### config.mk
export PLATFORM = sky130hd
export DESIGN_NAME = ifbio_expander
export DESIGN_NICKNAME = d
export VERILOG_FILES = /design/src/hdl/ifbio_expander.v
export VERILOG_INCLUDE_DIRS = /design/src /design/src/pkg
export SDC_FILE = /design/constraint.sdc
export NUM_CORES = 1
export LEC_CHECK = 0
export ABC_AREA = 1
export BUFFER_PORTS_ARGS = -buffer_cell sky130_fd_sc_hd__buf_2
export CAP_MARGIN = 10
export CORE_MARGIN = 3
export CORE_UTILIZATION = 45
export DETAILED_ROUTE_END_ITERATION = 6
export PLACE_DENSITY = 0.62
export SKIP_LAST_GASP = 1
export SLEW_MARGIN = 15
export SYNTH_ARGS = -nofsm -noshare
export SYNTH_HDL_FRONTEND = slang
export SYNTH_SLANG_ARGS = --single-unit
### constraint.sdc
create_clock -name core_clk -period 5.1 [get_ports core_clk]
set_clock_uncertainty 0.2 [all_clocks]
set_input_delay 0.255 -clock core_clk [delete_from_list [all_inputs] [get_ports core_clk]]
set_output_delay 0.255 -clock core_clk [all_outputs]
set_load 0.01 [all_outputs]
### src/pkg/ifbio_regs.vh
`ifndef IFBIO_REGS_VH
`define IFBIO_REGS_VH

// register pointer values carried by the command byte
`define IFBIO_PTR_PIN_LEVEL_INPUT 2'h0
`define IFBIO_PTR_PIN_DRIVE_LATCH 2'h1
`define IFBIO_PTR_INPUT_INVERT_SELECT 2'h2
`define IFBIO_PTR_PIN_DIRECTION_SELECT 2'h3

// reset values
`define IFBIO_RST_PIN_DRIVE_LATCH 8'hFF
`define IFBIO_RST_INPUT_INVERT_SELECT 8'h00
`define IFBIO_RST_PIN_DIRECTION_SELECT 8'hFF
`define IFBIO_RST_POINTER 2'h0

// field layout of the input register
`define IFBIO_INPUT_UPPER_FILL 4'hF
`define IFBIO_PIN_COUNT 4

// fixed seven-bit slave address and direction bit position
`define IFBIO_SLAVE_ADDR 7'h41
`define IFBIO_RW_BIT 0
`define IFBIO_READ_DIR 1'h1

// timing
`define IFBIO_CLK_PERIOD_NS 100
`define IFBIO_SPIKE_NS 50
`define IFBIO_SPIKE_CYC ((`IFBIO_SPIKE_NS + `IFBIO_CLK_PERIOD_NS - 1) / `IFBIO_CLK_PERIOD_NS)
`define IFBIO_FILT_CYC (`IFBIO_SPIKE_CYC + 1)
`define IFBIO_FILT_W 3

// serial byte
`define IFBIO_BITS_PER_BYTE 4'h8

`endif

### src/hdl/ifbio_expander.v
`timescale 1ns/10ps
`include "ifbio_regs.vh"

module ifbio_expander (
   input wire core_clk,
   input wire rst_n,
   input wire scl_in,
   input wire sda_in,
   output wire sda_out,
   output reg sda_oe,
   input wire gp_pin_zero_in,
   output wire gp_pin_zero_out,
   output wire gp_pin_zero_oe,
   input wire gp_pin_one_in,
   output wire gp_pin_one_out,
   output wire gp_pin_one_oe,
   input wire gp_pin_two_in,
   output wire gp_pin_two_out,
   output wire gp_pin_two_oe,
   input wire gp_pin_three_in,
   output wire gp_pin_three_out,
   output wire gp_pin_three_oe
);

   localparam [3:0] ST_IDLE = 4'h0;
   localparam [3:0] ST_ADDR = 4'h1;
   localparam [3:0] ST_ADDR_ACK = 4'h2;
   localparam [3:0] ST_CMD = 4'h3;
   localparam [3:0] ST_CMD_ACK = 4'h4;
   localparam [3:0] ST_WDATA = 4'h5;
   localparam [3:0] ST_WDATA_ACK = 4'h6;
   localparam [3:0] ST_RDATA = 4'h7;
   localparam [3:0] ST_RACK = 4'h8;
   localparam [3:0] ST_IGNORE = 4'h9;
   localparam integer FILT_CYC_INT = `IFBIO_FILT_CYC;
   localparam [`IFBIO_FILT_W-1:0] FILT_LIMIT = FILT_CYC_INT[`IFBIO_FILT_W-1:0];

   reg [7:0] pin_drive_latch_reg;
   reg [7:0] input_invert_select_reg;
   reg [7:0] pin_direction_select_reg;
   reg [1:0] pointer_reg;
   reg [3:0] state_reg;
   reg [3:0] bit_cnt_reg;
   reg [7:0] shift_reg;
   reg [7:0] tx_reg;
   reg read_dir_reg;
   reg scl_f_reg;
   reg sda_f_reg;
   reg scl_d_reg;
   reg sda_d_reg;
   reg [`IFBIO_FILT_W-1:0] scl_cnt_reg;
   reg [`IFBIO_FILT_W-1:0] sda_cnt_reg;

   wire [3:0] pin_raw;
   wire [7:0] pin_level_input;
   wire [7:0] read_value;
   wire scl_rise;
   wire scl_fall;
   wire start_det;
   wire stop_det;

   // next value of a glitch filter counter: counts while raw differs
   function [`IFBIO_FILT_W-1:0] ifbio_filt_cnt;
      input raw;
      input filtered;
      input [`IFBIO_FILT_W-1:0] cnt;
      begin
         if (raw == filtered) begin
            ifbio_filt_cnt = {`IFBIO_FILT_W{1'b0}};
         end else if (cnt == FILT_LIMIT - 1'b1) begin
            ifbio_filt_cnt = {`IFBIO_FILT_W{1'b0}};
         end else begin
            ifbio_filt_cnt = cnt + 1'b1;
         end
      end
   endfunction

   // register read selection
   function [7:0] ifbio_read_sel;
      input [1:0] ptr;
      input [7:0] lvl;
      input [7:0] drv;
      input [7:0] inv;
      input [7:0] dir;
      begin
         case (ptr)
            `IFBIO_PTR_PIN_LEVEL_INPUT: ifbio_read_sel = lvl;
            `IFBIO_PTR_PIN_DRIVE_LATCH: ifbio_read_sel = drv;
            `IFBIO_PTR_INPUT_INVERT_SELECT: ifbio_read_sel = inv;
            default: ifbio_read_sel = dir;
         endcase
      end
   endfunction

   assign pin_raw = {gp_pin_three_in, gp_pin_two_in, gp_pin_one_in, gp_pin_zero_in};
   // live pins, even those driven by us; upper nibble fixed high
   assign pin_level_input = {`IFBIO_INPUT_UPPER_FILL,
      pin_raw ^ input_invert_select_reg[3:0]};
   assign read_value = ifbio_read_sel(pointer_reg, pin_level_input, pin_drive_latch_reg,
      input_invert_select_reg, pin_direction_select_reg);

   // open-drain data line: only ever pulled low
   assign sda_out = 1'b0;

   // latch bit drives only while the pin is an output
   assign gp_pin_zero_out = pin_drive_latch_reg[0];
   assign gp_pin_one_out = pin_drive_latch_reg[1];
   assign gp_pin_two_out = pin_drive_latch_reg[2];
   assign gp_pin_three_out = pin_drive_latch_reg[3];
   assign gp_pin_zero_oe = ~pin_direction_select_reg[0];
   assign gp_pin_one_oe = ~pin_direction_select_reg[1];
   assign gp_pin_two_oe = ~pin_direction_select_reg[2];
   assign gp_pin_three_oe = ~pin_direction_select_reg[3];

   // edges and conditions seen on the filtered lines only
   assign scl_rise = scl_f_reg & ~scl_d_reg;
   assign scl_fall = ~scl_f_reg & scl_d_reg;
   assign start_det = scl_f_reg & scl_d_reg & sda_d_reg & ~sda_f_reg;
   assign stop_det = scl_f_reg & scl_d_reg & ~sda_d_reg & sda_f_reg;

   // a level must persist past the spike width before it is believed;
   // costs one extra sample of latency, fine below 1 MHz bus clocks
   always @(posedge core_clk) begin
      if (!rst_n) begin
         scl_f_reg <= 1'b1;
         sda_f_reg <= 1'b1;
         scl_d_reg <= 1'b1;
         sda_d_reg <= 1'b1;
         scl_cnt_reg <= {`IFBIO_FILT_W{1'b0}};
         sda_cnt_reg <= {`IFBIO_FILT_W{1'b0}};
      end else begin
         scl_cnt_reg <= ifbio_filt_cnt(scl_in, scl_f_reg, scl_cnt_reg);
         sda_cnt_reg <= ifbio_filt_cnt(sda_in, sda_f_reg, sda_cnt_reg);
         if (scl_in != scl_f_reg && scl_cnt_reg == FILT_LIMIT - 1'b1) begin
            scl_f_reg <= scl_in;
         end
         if (sda_in != sda_f_reg && sda_cnt_reg == FILT_LIMIT - 1'b1) begin
            sda_f_reg <= sda_in;
         end
         scl_d_reg <= scl_f_reg;
         sda_d_reg <= sda_f_reg;
      end
   end

   always @(posedge core_clk) begin
      if (!rst_n) begin
         state_reg <= ST_IDLE;
         bit_cnt_reg <= 4'h0;
         shift_reg <= 8'h00;
         tx_reg <= 8'h00;
         read_dir_reg <= 1'b0;
         sda_oe <= 1'b0;
         pointer_reg <= `IFBIO_RST_POINTER;
         pin_drive_latch_reg <= `IFBIO_RST_PIN_DRIVE_LATCH;
         input_invert_select_reg <= `IFBIO_RST_INPUT_INVERT_SELECT;
         pin_direction_select_reg <= `IFBIO_RST_PIN_DIRECTION_SELECT;
      end else if (stop_det) begin
         state_reg <= ST_IDLE;
         sda_oe <= 1'b0;
      end else if (start_det) begin
         // repeated start also lands here; pointer is kept
         state_reg <= ST_ADDR;
         bit_cnt_reg <= 4'h0;
         sda_oe <= 1'b0;
      end else begin
         case (state_reg)
            ST_ADDR, ST_CMD, ST_WDATA: begin
               if (scl_rise) begin
                  shift_reg <= {shift_reg[6:0], sda_f_reg};
                  bit_cnt_reg <= bit_cnt_reg + 4'h1;
               end else if (scl_fall && bit_cnt_reg == `IFBIO_BITS_PER_BYTE) begin
                  bit_cnt_reg <= 4'h0;
                  if (state_reg == ST_ADDR) begin
                     if (shift_reg[7:1] == `IFBIO_SLAVE_ADDR) begin
                        sda_oe <= 1'b1;
                        read_dir_reg <= shift_reg[`IFBIO_RW_BIT];
                        state_reg <= ST_ADDR_ACK;
                     end else begin
                        state_reg <= ST_IGNORE;
                     end
                  end else if (state_reg == ST_CMD) begin
                     sda_oe <= 1'b1;
                     state_reg <= ST_CMD_ACK;
                  end else begin
                     sda_oe <= 1'b1;
                     state_reg <= ST_WDATA_ACK;
                  end
               end
            end
            ST_ADDR_ACK: begin
               if (scl_fall) begin
                  if (read_dir_reg == `IFBIO_READ_DIR) begin
                     tx_reg <= {read_value[6:0], 1'b0};
                     sda_oe <= ~read_value[7];
                     state_reg <= ST_RDATA;
                  end else begin
                     sda_oe <= 1'b0;
                     state_reg <= ST_CMD;
                  end
               end
            end
            ST_CMD_ACK: begin
               if (scl_fall) begin
                  // upper command bits are not decoded
                  pointer_reg <= shift_reg[1:0];
                  sda_oe <= 1'b0;
                  state_reg <= ST_WDATA;
               end
            end
            ST_WDATA_ACK: begin
               if (scl_fall) begin
                  // store at end of ack so pins move after it
                  case (pointer_reg)
                     `IFBIO_PTR_PIN_DRIVE_LATCH: pin_drive_latch_reg <= shift_reg;
                     `IFBIO_PTR_INPUT_INVERT_SELECT: input_invert_select_reg <= shift_reg;
                     `IFBIO_PTR_PIN_DIRECTION_SELECT: pin_direction_select_reg <= shift_reg;
                     default: pin_drive_latch_reg <= pin_drive_latch_reg;
                  endcase
                  sda_oe <= 1'b0;
                  state_reg <= ST_WDATA; // pointer held
               end
            end
            ST_RDATA: begin
               if (scl_rise) begin
                  bit_cnt_reg <= bit_cnt_reg + 4'h1;
               end else if (scl_fall) begin
                  if (bit_cnt_reg == `IFBIO_BITS_PER_BYTE) begin
                     bit_cnt_reg <= 4'h0;
                     sda_oe <= 1'b0;
                     state_reg <= ST_RACK;
                  end else begin
                     sda_oe <= ~tx_reg[7];
                     tx_reg <= {tx_reg[6:0], 1'b0};
                  end
               end
            end
            ST_RACK: begin
               if (scl_rise) begin
                  // master not acknowledging ends the read
                  read_dir_reg <= ~sda_f_reg;
               end else if (scl_fall) begin
                  if (read_dir_reg) begin
                     // same register again
                     tx_reg <= {read_value[6:0], 1'b0};
                     sda_oe <= ~read_value[7];
                     state_reg <= ST_RDATA;
                  end else begin
                     state_reg <= ST_IGNORE;
                  end
               end
            end
            ST_IDLE, ST_IGNORE: begin
               sda_oe <= 1'b0;
            end
            default: begin
               state_reg <= ST_IDLE;
               sda_oe <= 1'b0;
            end
         endcase
      end
   end

endmodule // ifbio_expander

; ---- Word-level counts from Yosys, hierarchy flattened
; Index checks and enable logic that the tools add are counted.
[totals]
reg_bits = 62
inputBits = 8
output_inout_bits = 10
word_cells = 167
[op_classes]
add_sub_neg = 3
eq_ne = 48
muxes = 51
n_bitwise = 22
n_reduce_logical = 26
[op_table]
columns = cell, count
row1 = 4-bit two-way mux, 18
row2 = 8-bit two-way mux, 6
row3 = 8-bit one-hot mux with 3 select lines, 2
row4 = 10-bit AND reduction, 3
row5 = "2-bit != test, second input constant", 14
row6 = "3-bit != test, second input constant", 9
row7 = 4-bit one-hot mux with 6 select lines, 1
row8 = 5-bit AND reduction, 4
row9 = 1-bit two-way mux, 19
row10 = "4-bit by 3-bit == test with 1-bit output, second input constant", 4
row11 = 1-bit NOT, 14
row12 = "4-bit == test, second input constant", 3
row13 = "4-bit != test, second input constant", 3
row14 = 3-bit OR reduction, 4
row15 = "4-bit by 2-bit == test with 1-bit output, second input constant", 2
row16 = 4-bit one-hot mux with 2 select lines, 1
row17 = 4-bit AND reduction, 2
row18 = 8-bit AND reduction, 1
row19 = 1-bit AND, 7
row20 = "7-bit == test, second input constant", 1
row21 = 7-bit AND reduction, 1
row22 = "3-bit by 1-bit adder with 3-bit output, second input constant", 2
row23 = "3-bit by 1-bit == test with 1-bit output, second input constant", 2
row24 = 3-bit nonzero test, 2
row25 = other kinds (18), 25

; ---- Longest topological paths before layout
; Gate-level depths: netlist of run 1.
[depth]
word_depth = 7
mapped_depth = 13

; ---- Worst setup path after synthesis of run 1
; Ideal clock, no wire load.
[synth_timing]
path_kind = register to register
startpoint = register scl_d_reg
endpoint = register tx_reg[5]
setup_time_ns = 0.113
arrival_ns = 1.513
required_time_ns = 4.787
slack_ns = 3.274
path_stages_with_launch = 11
path_buffers = 0
period_less_slack_ns = 1.826
cell_sequence = dfxtp_1 -> inv_1 -> ha_1 -> inv_1 -> nand2_1 -> o21ai_2 -> nand2_2 -> nor3_4 -> nand2_1 -> nand2_1 -> nor2_1
[synth_between]
elab_chain_len = 5
[synth_rtl]
columns = element, line_no
row1 = start: declaration, ifbio_expander.v:49  ; reg scl_d_reg;
row2 = start signal: assignment, ifbio_expander.v:140  ; scl_d_reg <= scl_f_reg;
row3 = 1-bit AND, "ifbio_expander.v:118, ifbio_expander.v:119"
row4 = 1-bit AND (on tied branches) (2 in series), "ifbio_expander.v:119, ifbio_expander.v:118"
row5 = 1-bit NOT (no line), -
row6 = 7-bit AND reduction (no line), -
row7 = end signal: assignment, ifbio_expander.v:193  ; tx_reg <= {read_value[6:0], 1'b0};
row8 = end signal: assignment, ifbio_expander.v:233  ; tx_reg <= {tx_reg[6:0], 1'b0};
row9 = end signal: assignment, ifbio_expander.v:244  ; tx_reg <= {read_value[6:0], 1'b0};
row10 = end: declaration, ifbio_expander.v:45  ; reg [7:0] tx_reg;
; Several ways; a longest one is shown, not always the timed one. The select of a mux whose other input is x is not followed.
; A chain may end at the register's enable or synchronous reset.

; ---- Worst setup path after layout of run 1
[layout_timing]
startpoint = register state_reg[0]
endpoint = register state_reg[0]
[layout_between]
elab_chain_len = 6
[layout_rtl]
columns = element, line_no
row1 = start: declaration, ifbio_expander.v:42  ; reg [3:0] state_reg;
row2 = start signal: assignment, ifbio_expander.v:147  ; state_reg <= ST_IDLE;
row3 = start signal: assignment, ifbio_expander.v:158  ; state_reg <= ST_IDLE;
row4 = start signal: assignment, ifbio_expander.v:162  ; state_reg <= ST_ADDR;
row5 = 4-bit by 1-bit == test with 1-bit output, "ifbio_expander.v:166, ifbio_expander.v:173"
row6 = 4-bit two-way mux, ifbio_expander.v:173  ; if (state_reg == ST_ADDR) begin
row7 = 4-bit two-way mux, ifbio_expander.v:171  ; end else if (scl_fall && bit_cnt_reg == `IFBIO_BITS_PER_BYTE) begin
row8 = 4-bit two-way mux, ifbio_expander.v:168  ; if (scl_rise) begin
row9 = 4-bit one-hot mux with 6 select lines, ifbio_expander.v:166  ; case (state_reg)
row10 = 1-bit two-way mux, ifbio_expander.v:160  ; end else if (start_det) begin
; Several ways; a longest one is shown, not always the timed one. The select of a mux whose other input is x is not followed.

==> flow_summary_export.csv, run 1 <==
group,metric,value,unit
outcome,outcome,"completed",
clocking,cts-root-to-sink-buffers,2,
die,initial_utilization,0.481,
place,hpwl,5590,um
logic_synthesis,postSynthRegisterBits,61,
worst_setup_path,worst_case_register_to_register_setup_slack,2950,ps
logic_synthesis,synth-warning-count,0,
die,die_w,89.8,um
timing,total_neg_setup_slack,0,ps
clocking,clock_insertion_delay_worst_skew,330,ps
detailed_routing,vias,2840,
grt,wire_length_of_the_first_global_routing_pass,12400,um
detailed_routing,vias_per_cell,5.04,
detailed_routing,remaining_drc_errors,0,
timing,worst_pin_slew,741,ps
grt,number_of_global_route_vias_before_repair,2560,
cells_and_area,fillerInstances,654,
worst_setup_path,startpoint_type,"register",
clocking,cts_tree,"yes",
worst_setup_path,required,5180,ps
grt,initial_antenna_violation_count,0,
job,timing.max_cap.violations,0,
power,vdd_ir_drop_max,0.000233,V
worst_hold_path,worstHoldPathCells,2,
logic_synthesis,synth_area_per_cell,7.06,sq um
clocking,cts_resized,0,
clocking,worst_setup_hold_path_clk_slew,70,ps
logic_synthesis,synth_nets,464,
timing,hold_violations_final,0,
cells_and_area,antenna_cells_inserted,0,
timing,setup-violations-final,0,
detailed_routing,sum_of_routed_wire_length_over_all_layers,7420,um
timing,rsz_0062_raised_after_global_routing,"no",
place,place_congestion,0.924,
clocking,cts_root_buf,"clkbuf_8",
die,io-pin-count,18,
detailed_routing,drt_pre_antenna_iters,5,
timing,min_period,2150,ps
logic_synthesis,post_synth_num_cell_types,32,
worst_setup_path,crit_path_end_kind,"register",
logic_synthesis,synth-seq-area-share,0.387,
worst_setup_path,rr_endpoint,"state_reg[0]",
worst_setup_path,cp_data_arrival_time,2230,ps
worst_hold_path,holdCritPathClass,"primary input to register",
die,core_area,0.00657,sq mm
detailed_routing,drt_iter0_markers,253,
worst_setup_path,reg2reg_depth,10,
power,pwr_per_cell_area,357,mW/mm^2
cells_and_area,area.growth.synth_to_final,11.5,%
timing,timing.fmax,465,MHz
detailed_routing,number_of_nets_with_antenna_violations_after_routing,0,
grt,largest_net_degree_at_the_start_of_global_routing,46,
worst_hold_path,hold_path_end,"sda_d_reg",
worst_setup_path,worst-path-max-fanout,11,
cells_and_area,drive_above_1_share,0.160,
cells_and_area,fin_nets,483,
worst_setup_path,r2r_start,"state_reg[0]",
clocking,tritoncts.num_buffers,9,
grt,grt_usage,0.189,
die,die_h,89.8,um
clocking,cts.sinks,61,
die,floorplan.die_area,0.00806,sq mm
detailed_routing,avgRoutedWirePerCell,13.2,um
clocking,post_cts_buffers,0,
timing,finalCritPeriodShare,0.421,
place,place.port_buffers,16,
logic_synthesis,post_synthesis_instance_area,0.00316,sq mm
worst_hold_path,launch_instance_of_the_worst_min_delay_path,"rst_n",
timing,drv_slew,0,
clocking,ctsHtreeMaxLevel,3,
die,rows,29,
logic_synthesis,synthesis.instances,447,
worst_setup_path,setup.worst_path.class,"register to register",
grt,grt_overflow_total,0,
power,p_leak,1.65,nW
timing,relSlewSlack,0.506,
timing,hold_ws,251,ps
[cell usage after synthesis]
cell	n	area, sq um
clkbuf_1	5	18.8
nand3_2	4	40.0
ha_1	9	113
o21ai_0	36	180
a211oi_1	1	7.51
nand2_2	9	56.3
xor2_1	2	17.5
nand3_1	28	140
nand2_4	4	45.0
nor3_4	1	16.3
nand4_1	4	25.0
or2_2	6	37.5
a21oi_1	25	125
clkinv_1	1	3.75
a31oi_1	2	12.5
nor2_4	1	11.3
buf_4	1	7.51
inv_2	9	33.8
a21oi_4	1	16.3
buf_6	1	11.3
o21ai_1	1	5.00
buf_2	3	15.0
nand2_1	104	390
o21ai_2	1	8.76
nand4_4	1	21.3
conb_1	1	3.75
inv_1	38	143
xnor2_1	3	26.3
dfxtp_1	61	1220
nor2_1	58	218
nor2_2	7	43.8
o211ai_1	19	143
[where the power goes]
group | internal (mW) | switching [mW] | total [mW] | leakage, nW
logic | 0.0977 | 0.201 | 0.299 | 1.06
registers | 0.498 | 0.0316 | 0.529 | 0.494
clock network | 0.248 | 0.180 | 0.428 | 0.101
total | 0.843 | 0.413 | 1.26 | 1.65
[critical path, stage by stage, from the launching register on]
cell	delay (ps)
dfxtp_1	520
nand2_1	110
nor2_2	500
nand2_1	180
nand3_1	110
nor2_1	60
nand2_1	110
nand2_1	90
nand3_1	90
nand2_1	60
inv_1	50
[how the worst max path moves through the flow]
| stage | startpoint | end | slack [ps] | depth (start not counted) |
|---|---|---|---|---|
| floorplan | scl_d_reg | tx_reg[5] | 3270 | 10 |
| global placement | rst_n | state_reg[2] | 2800 | 5 |
| detailed placement | rst_n | state_reg[2] | 2810 | 5 |
| CTS | scl_d_reg | tx_reg[7] | 2990 | 10 |
| global route | state_reg[0] | state_reg[0] | 2810 | 10 |
| finish | state_reg[0] | state_reg[0] | 2950 | 10 |
[cells in the final DEF (no fill, tap or decap), drive strengths merged]
| cell | n |
|---|---|
| nand4 | 5 |
| clkbuf | 11 |
| clkinvlp | 1 |
| nor2 | 66 |
| nand2 | 117 |
| xor2 | 2 |
| dlygate4sd3 | 2 |
| o211ai | 19 |
| a211oi | 1 |
| ha | 9 |
| nand3 | 32 |
| dfxtp | 61 |
| nor3 | 1 |
| a21oi | 26 |
| bufinv | 1 |
| clkinv | 3 |
| xnor2 | 3 |
| or2 | 6 |
| buf | 16 |
| a31oi | 2 |
| o21ai | 38 |
| inv | 47 |
| conb | 1 |
[metal layers]
metal | share of wire | GRT usage
met1 | 0.51 | 0.265
met2 | 0.43 | 0.281
met3 | 0.047 | 0.0559
met4 | 0.014 | 0.0562
met5 | 0 | 0
[per-stage QoR]
step           worst slack (ps)  total power [mW]  std cells  area (sq um)   util
2_1_floorplan              3270             0.766        447          3160      -
3_3_place_gp               2800             0.832        546          3300  0.503
3_5_place_dp               2810             0.831        546          3300  0.503
4_1_cts                    2990              1.26        563          3520  0.536
5_1_grt                    2810              1.33        563          3520  0.536
6_report                   2950              1.26        563          3520  0.536
[final cells by class]
type,count,area [sq um],area share
clock inverter,4,47.5,0.0135
tap,93,116,0.0331
inverter,48,180,0.0512
clock buffer,11,151,0.0430
multi-input combinational,328,1700,0.484
timing repair buffer,18,100,0.0284
sequential,61,1220,0.347
[cell families after synthesis]
kind of cell	count (synthesis)	share of synthesized area
AO/OA/AOI/OAI	86	0.158
XOR/XNOR	5	0.0139
adder cells (fa/ha/maj)	9	0.0357
buffers and inverters	58	0.0737
flip-flops	61	0.387
other	1	0.00119
AND/OR/NAND/NOR	227	0.331
[timing repair]
action / 4_1_cts / 5_1_grt
hold endpoints to repair: 2 / 0
hold buffers: 2 / 0
endpoints found under the setup margin: 0 / 0
Note: power is estimated with default switching activity, not from simulation.
==> run 2: changes to the inputs <==
==> constraint.sdc (replaced) <==
create_clock -name core_clk -period 2.2 [get_ports core_clk]
set_clock_uncertainty 0.2 [all_clocks]
set_input_delay 0.11 -clock core_clk [delete_from_list [all_inputs] [get_ports core_clk]]
set_output_delay 0.11 -clock core_clk [all_outputs]
set_load 0.01 [all_outputs]
==> run 2 against run 1 <==
Effect of this change:
- setup slack got worse by 2800 ps
- count of clock-buffer cells in the layout is 1 higher
- critical path type unchanged
- register-to-register slack got worse by 2800 ps
- total power rose by 120%
- largest power group unchanged
==> flow_summary_export.csv, run 2 (synthesis gave the netlist of run 1 again) <==
group,metric,value,unit
timing,timing.fmax,496,MHz
worst_setup_path,cp_data_arrival_time,2080,ps
clocking,worst_setup_hold_path_clk_slew,70,ps
grt,grt_overflow_total,0,
worst_hold_path,holdCritPathClass,"primary input to register",
clocking,cts-root-to-sink-buffers,2,
cells_and_area,layout_commonest_cell,"nand2_1",
worst_setup_path,cp_slowest_stage_delay,350,ps
power,power.total,2.79,mW
die,floorplan.die_area,0.00806,sq mm
die,rows,29,
worst_setup_path,setup.worst_path.class,"register to register",
worst_setup_path,critPathBufInv,2,
worst_setup_path,crit_path_end_kind,"register",
clocking,cts_root_buf,"clkbuf_8",
cells_and_area,drive_above_1_share,0.166,
detailed_routing,drt_iter0_markers,236,
clocking,cts.sinks,61,
worst_setup_path,worst-path-max-fanout,10,
die,die_h,89.8,um
grt,grt_usage,0.190,
power,pwr_per_cell_area,786,mW/mm^2
detailed_routing,sum_of_routed_wire_length_over_all_layers,7370,um
grt,number_of_global_route_vias_before_repair,2564,
detailed_routing,remaining_drc_errors,0,
detailed_routing,vias,2861,
worst_setup_path,crit_path_leading_delay_family,"simple AND/OR/NAND/NOR gates",
cells_and_area,fin_nets,489,
detailed_routing,vias_per_cell,5.04,
worst_hold_path,worstHoldPathCells,6,
cells_and_area,antenna_cells_inserted,0,
die,die_w,89.8,um
place,dpl_cell_area,0.00333,sq mm
die,core_area,0.00657,sq mm
timing,finalCritPeriodShare,0.916,
grt,wire_length_of_the_first_global_routing_pass,12300,um
place,hpwl,5530,um
worst_hold_path,launch_instance_of_the_worst_min_delay_path,"gp_pin_zero_in",
worst_setup_path,startpoint_type,"register",
worst_setup_path,required,2260,ps
worst_setup_path,reg2reg_depth,9,
job,timing.max_cap.violations,0,
place,place_congestion,0.869,
worst_setup_path,r2r_start,"scl_f_reg",
worst_setup_path,critical_path_depth,9,
worst_setup_path,critical_path.slowest_cell,"dfxtp_1",
timing,drv_slew,0,
cells_and_area,area.growth.synth_to_final,12.4,%
clocking,tritoncts.num_buffers,9,
power,p_leak,1.67,nW
grt,largest_net_degree_at_the_start_of_global_routing,45,
grt,initial_antenna_violation_count,0,
timing,rsz_0062_raised_after_global_routing,"no",
timing,min_period,2020,ps
timing,total_neg_setup_slack,0,ps
cells_and_area,design_area_final,0.00355,sq mm
timing,hold_violations_final,0,
cells_and_area,most-common-layout-cells,"nand2_1, dfxtp_1, nor2_1",
die,initial_utilization,0.481,
clocking,ctsHtreeMaxLevel,3,
clocking,cts_tree,"yes",
place,place.port_buffers,16,
worst_setup_path,cp_common_cell,"nand2_1",
detailed_routing,drt_pre_antenna_iters,5,
die,io-pin-count,18,
timing,setup-violations-final,0,
detailed_routing,number_of_nets_with_antenna_violations_after_routing,0,
power,vdd_ir_drop_max,0.000424,V
outcome,outcome,"completed",
clocking,clock_insertion_delay_worst_skew,340,ps
detailed_routing,avgRoutedWirePerCell,13.0,um
worst_setup_path,timing.critical_path.cells,"inv_1 -> ha_1 -> nand2_1 -> o21ai_2 -> nand2_2 -> nor3_4 -> buf_12 -> nand2_1 -> a21oi_1",
worst_setup_path,critical_path_origin,"scl_f_reg",
-- run 2: changes by cell type in the layout (fill, tap and decap cells not counted) --
| cell | previous run | this run |
|---|---|---|
| buf_4 | 0 | 4 |
| buf_12 | 0 | 1 |
| bufinv_16 | 1 | 0 |
| clkbuf_1 | 0 | 1 |
| clkinvlp_4 | 1 | 0 |
| dlygate4sd3_1 | 2 | 3 |
| nor2_1 | 58 | 57 |
| nor2_2 | 7 | 8 |
-- run 2: per-stage QoR --
stage	hold slack, ps	worst slack (ps)	instances	utilization
2_1_floorplan	40.4	374	447	-
3_3_place_gp	155	205	550	0.507
3_5_place_dp	161	121	550	0.507
4_1_cts	76.1	103	567	0.537
5_1_grt	116	5.78	568	0.540
6_report	85.8	184	568	0.540
-- run 2: final cells by class --
cell class	instances	area (sq um)
Clock buffer	12	155
Inverter	48	180
Tap cell	93	116
Timing Repair Buffer	24	160
Fill cell	676	3020
Clock inverter	2	10.0
Multi-Input combinational cell	328	1710
Sequential cell	61	1220
-- run 2: worst paths after layout --
path	slack [ps]	end
worst max-delay path	180	tx_reg[2]
worst min-delay path	90	tx_reg[1]
worst max register to register	180	tx_reg[2]
worst min register to register	250	sda_cnt_reg[0]
-- run 2: repair_timing --
action                                  in CTS  in global routing
setup buffers                                0                  1
endpoints found under the setup margin       0                  8
gates resized for setup                      0                  1
hold endpoints to repair                    10                  0
hold buffers                                 3                  0
-- run 2: report_power, final --
part / internal (mW) / total [mW] / switching, mW / leakage, nW
Clock: 0.454 / 0.874 / 0.420 / 0.0881
Sequential: 1.15 / 1.22 / 0.0695 / 0.494
Combinational: 0.231 / 0.693 / 0.462 / 1.09
-- run 2: worst reg2reg max path: stages, from the launching register on --
cell	delay (ps)
dfxtp_1	350
inv_1	110
ha_1	320
nand2_1	160
o21ai_2	170
nand2_2	90
nor3_4	210
buf_12	140
nand2_1	50
a21oi_1	120
-- run 2: routing by layer --
metal,vias to the layer above,wire [um],global-route usage
met1,1295,3660,0.254
li1,1506,-,-
met2,51,3290,0.296
met5,-,0,0
met4,0,121,0.0728
met3,9,301,0.0467
